**src/pkg/cs_regs.vh**
```
// constants for the carrier-sense engine: state codes, commands, end statuses, results
// assumes the includer works in Verilog-2005 or SystemVerilog with implicit nets switched off
//
// Functional notes
// - separate BUSY/IDLE/INVALID state per source
// - strength idle/busy after consecutive samples vs threshold
// - correlation starts INVALID, IDLE without early peak
// - IDLE to INVALID after invalid-count spaced peaks
// - INVALID to BUSY; busy count zero skips INVALID
// - not IDLE and timeout since peak gives IDLE
// - single enabled source is the channel state
// - both sources combined by combine select table
// - busy change: continue, end, or stop sniff sensing
// - idle change ends with done-idle when selected
// - standalone end trigger status from channel state
// - standalone synth off per outcome and off bits
// - standalone result TRUE or FALSE per status
// - stop gives stopped/FALSE, abort gives abort/ABORT
// - parameter, setup, synth errors end with ABORT
// - sniff commands are receive plus sensing
// - sniff end trigger action per channel state
// - sensing resumes after sync search restarts
// - sensing starts once receiver ready; correlator preamble
`ifndef CS_REGS_VH
`define CS_REGS_VH

// ==========================================================
// channel state codes
`define CH_INVALID 2'h0
`define CH_IDLE    2'h1
`define CH_BUSY    2'h2

// ==========================================================
// command kinds
`define CMD_STANDALONE  2'h0
`define CMD_SNIFF_BASIC 2'h1
`define CMD_SNIFF_ADV   2'h2

// ==========================================================
// end trigger kinds
`define TRIG_NEVER 2'h0
`define TRIG_ABS   2'h1
`define TRIG_REL   2'h2

// ==========================================================
// end status codes
`define ST_NONE         4'h0
`define ST_DONE_BUSY    4'h1
`define ST_DONE_IDLE    4'h2
`define ST_BUSY_TIMEOUT 4'h3
`define ST_IDLE_TIMEOUT 4'h4
`define ST_STOPPED      4'h5
`define ST_ABORT        4'h6
`define ST_ERR_PAR      4'h7
`define ST_ERR_SETUP    4'h8
`define ST_ERR_SYNTH    4'h9

// ==========================================================
// result codes
`define RES_TRUE  2'h0
`define RES_FALSE 2'h1
`define RES_ABORT 2'h2

`endif

```
**src/hdl/strength_tracker.v**
```verilog
// signal-strength channel state from consecutive threshold comparisons
// assumes sampleValid pulses once per new strength sample
`timescale 1ns/1ps
`default_nettype none
`include "cs_regs.vh"

module strength_tracker (
  // clock and reset
  input  wire       clock,
  input  wire       rst,
  // control
  input  wire       clear,
  input  wire       enable,
  // configuration
  input  wire [7:0] threshold,
  input  wire [7:0] idleCount,
  input  wire [7:0] busyCount,
  // samples
  input  wire       sampleValid,
  input  wire [7:0] sample,
  // state out
  output reg  [1:0] strengthState
);

  reg  [7:0] belowCnt_q;
  reg  [7:0] aboveCnt_q;
  wire       below = $signed(sample) < $signed(threshold);
  wire       above = $signed(sample) > $signed(threshold);

  // ==========================================================
  // consecutive run counters, saturating
  always @(posedge clock or posedge rst) begin
    if (rst) begin
      belowCnt_q <= 8'h00;
      aboveCnt_q <= 8'h00;
    end else if (clear) begin
      belowCnt_q <= 8'h00;
      aboveCnt_q <= 8'h00;
    end else if (enable && sampleValid) begin
      belowCnt_q <= below ? ((belowCnt_q == 8'hFF) ? 8'hFF : belowCnt_q + 8'h01) : 8'h00;
      aboveCnt_q <= above ? ((aboveCnt_q == 8'hFF) ? 8'hFF : aboveCnt_q + 8'h01) : 8'h00;
    end
  end

  // ==========================================================
  // a sample equal to the threshold breaks both runs
  always @* begin
    if (belowCnt_q != 8'h00 && belowCnt_q >= idleCount)
      strengthState = `CH_IDLE;
    else if (aboveCnt_q != 8'h00 && aboveCnt_q >= busyCount)
      strengthState = `CH_BUSY;
    else
      strengthState = `CH_INVALID;
  end

endmodule
`default_nettype wire

```
**src/hdl/carrier_sense_engine.v**
```verilog
// carrier-sense engine: per-source channel states, combination, end decisions
// assumes the radio timer is free running and all inputs are synchronous to clock
`timescale 1ns/1ps
`default_nettype none
`include "cs_regs.vh"

module carrier_sense_engine (
  // clock and reset
  input  wire        clock,
  input  wire        rst,
  // command
  input  wire        cmdStart,
  input  wire [1:0]  cmdKind,
  input  wire        stopReq,
  input  wire        abortReq,
  input  wire        radioSetupOk,
  input  wire        synthProgrammed,
  // configuration
  input  wire        strengthSourceEnable,
  input  wire        correlationSourceEnable,
  input  wire [7:0]  strengthThreshold,
  input  wire [7:0]  strengthIdleCount,
  input  wire [7:0]  strengthBusyCount,
  input  wire [31:0] correlationPeriod,
  input  wire [3:0]  correlationInvalidCount,
  input  wire [3:0]  correlationBusyCount,
  input  wire [3:0]  correlationIdleCount,
  input  wire [31:0] correlationTimeout,
  input  wire        combineSelect,
  input  wire        busyAction,
  input  wire        idleAction,
  input  wire        timeoutSelector,
  input  wire [1:0]  endTriggerKind,
  input  wire [31:0] endTriggerTime,
  input  wire        synthOffOnBusy,
  input  wire        synthOffOnIdle,
  // radio and modem
  input  wire [31:0] radioTimer,
  input  wire        receiverReady,
  input  wire        strengthValid,
  input  wire [7:0]  strengthSample,
  input  wire        corrPeak,
  input  wire        syncFound,
  input  wire        syncSearchRestart,
  // status
  output wire        cmdBusy,
  output wire        senseActive,
  output wire        correlatorPreamble,
  output wire [1:0]  strengthState,
  output wire [1:0]  correlationState,
  output reg  [1:0]  channelState,
  output reg         opDone,
  output reg  [3:0]  doneStatus,
  output reg  [1:0]  doneResult,
  output reg         synthOff
);

  // ==========================================================
  // control states
  localparam S_OFF   = 3'd0;
  localparam S_WAIT  = 3'd1;
  localparam S_SENSE = 3'd2;
  localparam S_HOLD  = 3'd3;
  localparam S_RXONLY = 3'd4;

  reg  [2:0]  state_q;
  reg  [2:0]  state_d;
  reg  [1:0]  kind_q;
  reg  [31:0] startTime_q;
  reg  [1:0]  corrState_q;
  reg  [1:0]  corrState_d;
  reg  [31:0] lastPeak_q;
  reg         havePeak_q;
  reg  [3:0]  peakRun_q;
  reg  [3:0]  peakRun_d;
  reg  [1:0]  prevChan_q;
  reg         trigFired_q;

  wire sensing    = (state_q == S_SENSE);
  wire running    = (state_q != S_OFF);
  wire standalone = (kind_q == `CMD_STANDALONE);
  wire startNow   = cmdStart && !running;

  assign cmdBusy            = running;
  assign senseActive        = sensing;
  assign correlatorPreamble = running && correlationSourceEnable;
  assign correlationState   = corrState_q;

  // ==========================================================
  // signal-strength source
  strength_tracker strengthTrack (
    .clock         (clock),
    .rst           (rst),
    .clear         (startNow),
    .enable        (sensing && strengthSourceEnable),
    .threshold     (strengthThreshold),
    .idleCount     (strengthIdleCount),
    .busyCount     (strengthBusyCount),
    .sampleValid   (strengthValid),
    .sample        (strengthSample),
    .strengthState (strengthState)
  );

  // ==========================================================
  // correlation source, all spacing on the shared radio timer
  wire [31:0] sinceStart = radioTimer - startTime_q;
  wire [31:0] sincePeak  = radioTimer - lastPeak_q;
  wire        closePeak  = havePeak_q && (sincePeak <= correlationPeriod);

  always @* begin
    corrState_d = corrState_q;
    peakRun_d   = peakRun_q;
    if (corrPeak) begin
      peakRun_d = closePeak ? ((peakRun_q == 4'hF) ? 4'hF : peakRun_q + 4'h1) : 4'h1;
      case (corrState_q)
        `CH_IDLE: begin
          if (correlationBusyCount == 4'h0 && peakRun_d >= correlationInvalidCount) begin
            corrState_d = `CH_BUSY;
            peakRun_d   = 4'h0;
          end else if (peakRun_d >= correlationInvalidCount) begin
            corrState_d = `CH_INVALID;
            peakRun_d   = 4'h0;
          end
        end
        `CH_INVALID: begin
          if (peakRun_d >= correlationBusyCount) begin
            corrState_d = `CH_BUSY;
            peakRun_d   = 4'h0;
          end
        end
        default: ;
      endcase
    end else if (corrState_q != `CH_IDLE && havePeak_q && sincePeak >= correlationTimeout) begin
      corrState_d = `CH_IDLE;
      peakRun_d   = 4'h0;
    end else if (!havePeak_q && corrState_q == `CH_INVALID && sinceStart >= correlationPeriod) begin
      corrState_d = `CH_IDLE;
      peakRun_d   = 4'h0;
    end
  end

  // ==========================================================
  // channel state from enabled sources
  always @* begin
    if (strengthSourceEnable && !correlationSourceEnable)
      channelState = strengthState;
    else if (!strengthSourceEnable)
      channelState = corrState_q;
    else if (!combineSelect) begin
      if (strengthState == `CH_BUSY || corrState_q == `CH_BUSY)
        channelState = `CH_BUSY;
      else if (strengthState == `CH_IDLE && corrState_q == `CH_IDLE)
        channelState = `CH_IDLE;
      else
        channelState = `CH_INVALID;
    end else begin
      if (strengthState == `CH_IDLE || corrState_q == `CH_IDLE)
        channelState = `CH_IDLE;
      else if (strengthState == `CH_BUSY && corrState_q == `CH_BUSY)
        channelState = `CH_BUSY;
      else
        channelState = `CH_INVALID;
    end
  end

  // ==========================================================
  // end trigger, observed once per command
  reg trigHit;
  always @* begin
    trigHit = 1'b0;
    // absolute time is reached when it lies less than half the timer range behind
    if (endTriggerKind == `TRIG_ABS)
      trigHit = !(radioTimer - endTriggerTime >= 32'h80000000);
    else if (endTriggerKind == `TRIG_REL)
      trigHit = sinceStart >= endTriggerTime;
  end
  wire trigger = sensing && trigHit && !trigFired_q;

  // ==========================================================
  // end decisions; abort over stop over trigger over state change
  wire badParam = !(strengthSourceEnable || correlationSourceEnable) ||
                  (correlationSourceEnable && correlationIdleCount == 4'h0);
  wire toBusy   = (channelState == `CH_BUSY) && (prevChan_q != `CH_BUSY);
  wire toIdle   = (channelState == `CH_IDLE) && (prevChan_q != `CH_IDLE);

  reg       fin;
  reg [3:0] finStatus;
  reg       dropSense;

  always @* begin
    fin       = 1'b0;
    finStatus = `ST_NONE;
    dropSense = 1'b0;
    if (startNow) begin
      fin = 1'b1;
      if (badParam)
        finStatus = `ST_ERR_PAR;
      else if (cmdKind == `CMD_STANDALONE && !radioSetupOk)
        finStatus = `ST_ERR_SETUP;
      else if (cmdKind == `CMD_STANDALONE && !synthProgrammed)
        finStatus = `ST_ERR_SYNTH;
      else
        fin = 1'b0;
    end else if (running && abortReq) begin
      fin       = 1'b1;
      finStatus = `ST_ABORT;
    end else if (running && stopReq) begin
      fin       = 1'b1;
      finStatus = `ST_STOPPED;
    end else if (trigger) begin
      if (standalone) begin
        fin = 1'b1;
        case (channelState)
          `CH_BUSY: finStatus = `ST_DONE_BUSY;
          `CH_IDLE: finStatus = `ST_DONE_IDLE;
          default:  finStatus = timeoutSelector ? `ST_IDLE_TIMEOUT : `ST_BUSY_TIMEOUT;
        endcase
      end else if (channelState == `CH_IDLE) begin
        fin       = 1'b1;
        finStatus = `ST_DONE_IDLE;
      end else if (channelState == `CH_INVALID) begin
        fin       = timeoutSelector;
        finStatus = timeoutSelector ? `ST_IDLE_TIMEOUT : `ST_NONE;
        dropSense = !timeoutSelector && busyAction;
      end
    end else if (sensing && toBusy && busyAction) begin
      if (standalone) begin
        fin       = 1'b1;
        finStatus = `ST_DONE_BUSY;
      end else
        dropSense = 1'b1;
    end else if (sensing && toIdle && idleAction) begin
      fin       = 1'b1;
      finStatus = `ST_DONE_IDLE;
    end
  end

  // ==========================================================
  // command sequencing
  always @* begin
    state_d = state_q;
    if (fin)
      state_d = S_OFF;
    else if (startNow)
      state_d = S_WAIT;
    else if (dropSense)
      state_d = S_RXONLY;
    else begin
      case (state_q)
        S_WAIT:  if (receiverReady) state_d = S_SENSE;
        S_SENSE: if (!standalone && syncFound) state_d = S_HOLD;
        S_HOLD:  if (syncSearchRestart) state_d = S_SENSE;
        default: ;
      endcase
    end
  end

  // result and synthesizer decisions for the ending status
  reg [1:0] finResult;
  reg       finSynthOff;
  always @* begin
    case (finStatus)
      `ST_DONE_BUSY, `ST_BUSY_TIMEOUT: begin
        finResult   = `RES_TRUE;
        finSynthOff = synthOffOnBusy;
      end
      `ST_DONE_IDLE, `ST_IDLE_TIMEOUT: begin
        finResult   = `RES_FALSE;
        finSynthOff = synthOffOnIdle;
      end
      `ST_STOPPED: begin
        finResult   = `RES_FALSE;
        finSynthOff = synthOffOnBusy || synthOffOnIdle;
      end
      default: begin
        finResult   = `RES_ABORT;
        finSynthOff = synthOffOnBusy || synthOffOnIdle;
      end
    endcase
  end

  wire finStandalone = startNow ? (cmdKind == `CMD_STANDALONE) : standalone;

  // ==========================================================
  // registers
  always @(posedge clock or posedge rst) begin
    if (rst) begin
      state_q     <= S_OFF;
      kind_q      <= `CMD_STANDALONE;
      startTime_q <= 32'h00000000;
      corrState_q <= `CH_INVALID;
      lastPeak_q  <= 32'h00000000;
      havePeak_q  <= 1'b0;
      peakRun_q   <= 4'h0;
      prevChan_q  <= `CH_INVALID;
      trigFired_q <= 1'b0;
      opDone      <= 1'b0;
      doneStatus  <= `ST_NONE;
      doneResult  <= `RES_FALSE;
      synthOff    <= 1'b0;
    end else begin
      state_q  <= state_d;
      opDone   <= fin;
      synthOff <= fin && finStandalone && finSynthOff;
      if (fin) begin
        doneStatus <= finStatus;
        doneResult <= finResult;
      end
      if (startNow) begin
        kind_q      <= cmdKind;
        startTime_q <= radioTimer;
        corrState_q <= `CH_INVALID;
        havePeak_q  <= 1'b0;
        peakRun_q   <= 4'h0;
        prevChan_q  <= `CH_INVALID;
        trigFired_q <= 1'b0;
      end else if (sensing) begin
        prevChan_q <= channelState;
        if (trigger)
          trigFired_q <= 1'b1;
        if (correlationSourceEnable) begin
          corrState_q <= corrState_d;
          peakRun_q   <= peakRun_d;
          if (corrPeak) begin
            lastPeak_q <= radioTimer;
            havePeak_q <= 1'b1;
          end
        end
      end
    end
  end

endmodule
`default_nettype wire

```
**config.mk**
```make
export PLATFORM = sky130hd
export DESIGN_NAME = carrier_sense_engine
export DESIGN_NICKNAME = d
export VERILOG_FILES = /design/src/hdl/strength_tracker.v /design/src/hdl/carrier_sense_engine.v
export VERILOG_INCLUDE_DIRS = /design/src /design/src/pkg
export SDC_FILE = /design/constraint.sdc
export NUM_CORES = 1
export LEC_CHECK = 0
export ABC_AREA = 1
export ABC_CLOCK_PERIOD_IN_PS = 5400
export BUFFER_PORTS_ARGS = -buffer_cell sky130_fd_sc_hd__buf_2
export CORE_ASPECT_RATIO = 1.2
export CORE_UTILIZATION = 50
export DETAILED_ROUTE_END_ITERATION = 8
export GPL_ROUTABILITY_DRIVEN = 0
export GPL_TIMING_DRIVEN = 0
export PLACE_DENSITY = 0.76
export SLEW_MARGIN = 25
export SYNTH_ARGS = -nofsm -noshare
export SYNTH_HDL_FRONTEND = slang
export SYNTH_SLANG_ARGS = --single-unit
```
**constraint.sdc**
```tcl
create_clock -name clock -period 5.4 [get_ports clock]
set_input_delay 0.27 -clock clock [delete_from_list [all_inputs] [get_ports clock]]
set_output_delay 0.27 -clock clock [all_outputs]
set_load 0.02 [all_outputs]
```
==> flow_metrics.tcl <==
set metrics [dict create \
    vias_per_cell 5.40 \
    final-max-slew-violation-count 0 \
    worst_setup_slack_after_placement_ns -0.800 \
    dominantRegCellSynth "dfrtp_1" \
    groute.usage.overall 0.273 \
    top_level_pins 213 \
    synth-seq-area-share 0.204 \
    worst_tran_pin_value_ns 0.604 \
    power.sequential.fraction 0.156 \
    drt-total-wl_microns 35400 \
    power.leakage_nw 8.26 \
    post-route-cell-area_sq_um 14900 \
    cp.arrival_ns 5.44 \
    fin_worst_hold_slack_ns 0.130 \
    worst_setup_path_endpoint "peakRun_q[1]$_DFFE_PP0P_" \
    drcViolationCount 0 \
    syn_to_final_growth_pct 17.7 \
    run_status "complete, no violations" \
    layout.cells.most_common "inv_1" \
    period_minus_slack_ns 5.15 \
    drt-wirelength-per-cell_microns 15.0 \
    first_global_vias 12280 \
    core.rowCount 63 \
    post_synth_instance_area_sq_um 12600 \
    die_height_microns 176 \
    via_count 12772 \
    setup_slack_ns 0.247 \
    clock_insertion_delay_worst_skew_ns 0.37 \
    netSwitchingPower_mw 4.22 \
    most-common-layout-cells "inv_1 (356), nand2_1 (351), ha_1 (253)" \
    final_cell_count_without_fillers 2364 \
    min_path_type "in2reg" \
    post_synth_num_cell_types 52 \
    port_buffers 212 \
    die_x_microns 147 \
    grt_first_pass_wirelength_microns 57100 \
    drt-pass1-iter-count 6 \
    critPathKind "reg2reg" \
    timing.hold.worst.start "cmdKind[1]" \
    crit_path_start "lastPeak_q[0]$_DFFE_PP0P_" \
    drive_gt1_frac 0.162 \
    kind_of_end_point_of_the_critical_path "register" \
    swShare 0.525 \
    core_area_sq_um 24800 \
    nets 2492 \
    ctsHtreeMaxLevel 3 \
    worst_path_max_delay_cell "fa_2" \
    synthArstFlopShare 1.00 \
    internal-power_mw 3.81 \
    placed_area_sq_um 14100 \
    synthesis.nets 2252 \
    sinks_on_clock_net 103 \
    worst_slew_margin_rel 0.597 \
    max_clock_freq_mhz 194 \
    antenna_violations_before_repair 3 \
    setup.worst_path.start_class "register" \
    cp.required_ns 5.69 \
    maxCapViolations 0 \
    synth_enable_flop_cells 0 \
    clock_tree.buffer_depth 2 \
    rr_startpoint "lastPeak_q[0]$_DFFE_PP0P_" \
    clock-skew-final_ns 0.0127 \
    critical_path.reg2reg.endpoint "peakRun_q[1]$_DFFE_PP0P_" \
    hpwl_microns 29500 \
    worst_r2r_path_depth 35 \
    per_instance_average_area_after_synthesis_sq_um 7.05 \
    cts_root_buf "clkbuf_16" \
    hold_viol 0 \
    timing.critical_path.mode_cell "nand2_2" \
    final_util 0.601 \
    die_footprint_sq_um 25900 \
    dp.cells 2331 \
    worst-path-max-fanout 4 \
    ys_seq_elements 103 \
    peakVddDrop_v 0.000218 \
    drt_iter0_drc 726 \
    post_synth_inst_count 1793 \
    cts_inserted_buffers 9 \
    grt_max_degree 56 \
    drt_antenna_net_count 0 \
    setup_viol 0 \
    power_density_nw_per_um2 540 \
    critical_path.max_stage_delay_ns 0.42 \
    ff2ff_setup_slack_ns 0.25 \
    power.share.combinational 0.755 \
    yosys_warnings 0 \
    clockPowerShare 0.090 \
    path_clk_slew_ns 0.07 \
    initial_utilization 0.510 \
    tritoncts "built" \
    final_worst_path_period_share 0.954 \
    overflow 0 \
]
-- area by class of cell --
type	count	area, sq um
diodes	1	2.50
plain buffers	16	60.1
clock buffers	9	225
clock inverters	7	97.6
fillers	2314	9880
inverters	362	1370
multi-input cells	1312	8920
flip-flops and latches	103	2580
well taps	325	407
repair buffers	229	1210
-- worst max-delay path, delay by kind of cell, from the launching register on --
family	cells	cell delay, ns
simple gates	15	1.44
buf+inv	4	0.41
fa+ha+maj	4	1.12
xor+xnor	1	0.18
flops	1	0.38
compound gates	11	1.55
-- power by group through the flow --
| stage | combinational (mW) | sequential (mW) | clock, mW |
|---|---|---|---|
| after floorplan | 4.16 | 1.26 | 0 |
| after global placement | 5.41 | 1.25 | 0 |
| after detailed placement | 5.64 | 1.25 | 0 |
| after CTS | 5.77 | 1.24 | 0.727 |
| after global routing | 6.85 | 1.29 | 0.756 |
| final | 6.06 | 1.25 | 0.720 |
-- layer usage --
metal | vias up | GRT usage | routed length (microns)
li1 | 6453 | - | -
met1 | 5853 | 0.338 | 15300
met2 | 405 | 0.490 | 17200
met3 | 59 | 0.0279 | 1920
met4 | 2 | 0.0984 | 955
met5 | - | 0 | 13
-- worst min path at each step --
stage	endpoint	slack (ns)	cells past startpoint
after global placement	doneStatus[2]$_DFFE_PP0P_	0.45	2
after CTS	kind_q[0]$_DFFE_PP0P_	0.12	3
after global routing	kind_q[0]$_DFFE_PP0P_	0.15	3
after detailed placement	strengthTrack.belowCnt_q[1]$_DFFE_PP0P_	0.37	2
after floorplan	kind_q[0]$_DFFE_PP0P_	0.38	2
final	kind_q[1]$_DFFE_PP0P_	0.13	3
-- cells by family (layout without fill, tap and decap cells) --
kind of cell / after synthesis / count (layout) / synth area share
AOI/OAI and AO/OA: 399 / 399 / 0.182
xor gates and xnor gates: 64 / 64 / 0.0444
adders and majority gates: 263 / 263 / 0.262
buffers and inverters: 378 / 623 / 0.112
DFF: 103 / 103 / 0.204
muxes: 1 / 1 / 0.000792
other: 0 / 1 / 0
and+or+nand+nor: 585 / 585 / 0.194
-- registers in the layout, summed over array words and instances, names as in the netlist --
register	count
startTime_q	32
prevChan_q	2
doneResult	2
peakRun_q	4
opDone	1
doneStatus	4
strengthTrack.belowCnt_q	8
synthOff	1
trigFired_q	1
lastPeak_q	32
kind_q	2
correlationState	2
state_q	3
strengthTrack.aboveCnt_q	8
havePeak_q	1
-- per-stage QoR --
stage / power, mW / setup TNS (ns)
after floorplan: 5.41 / 0
after global placement: 6.66 / -3.80
after detailed placement: 6.89 / -4.45
after CTS: 7.74 / 0
after global routing: 8.90 / -0.754
final: 8.03 / 0
-- Yosys cell counts, drive strengths merged (2+ instances only) --
cell       n  area share
a22oi      2      0.0012
o21ai    141       0.058
a21boi     5      0.0039
o31ai      5      0.0030
o32ai      2      0.0014
a211oi    13      0.0077
xor2      45       0.031
nand4     30       0.016
dfrtp    102        0.20
o221ai     8      0.0055
nor2     102       0.031
fa         2      0.0032
ha       261        0.26
o22ai     17      0.0084
or3        2     0.00099
nand3     50       0.021
nor4       8      0.0040
a21o       8      0.0048
a21oi    159       0.064
o2111ai    4      0.0028
o221a      2      0.0018
clkbuf    16      0.0048
nand2    360        0.11
o211ai     4      0.0024
a31oi      9      0.0045
a221oi     2      0.0014
nor3      22      0.0091
inv      361        0.11
o21bai     4      0.0024
xnor2     19       0.013
or2        9      0.0045
o21a      11      0.0065
-- what timing repair did --
item / CTS / global route
pin swaps: 6 / 22
endpoints found under the setup margin: 6 / 8
gates resized for setup: 27 / 39
gates cloned: 0 / 0
buffers inserted: 2 / 13
hold endpoints to repair: 49 / 0
hold buffers: 1 / 0
(Power assumes the default switching activity.)
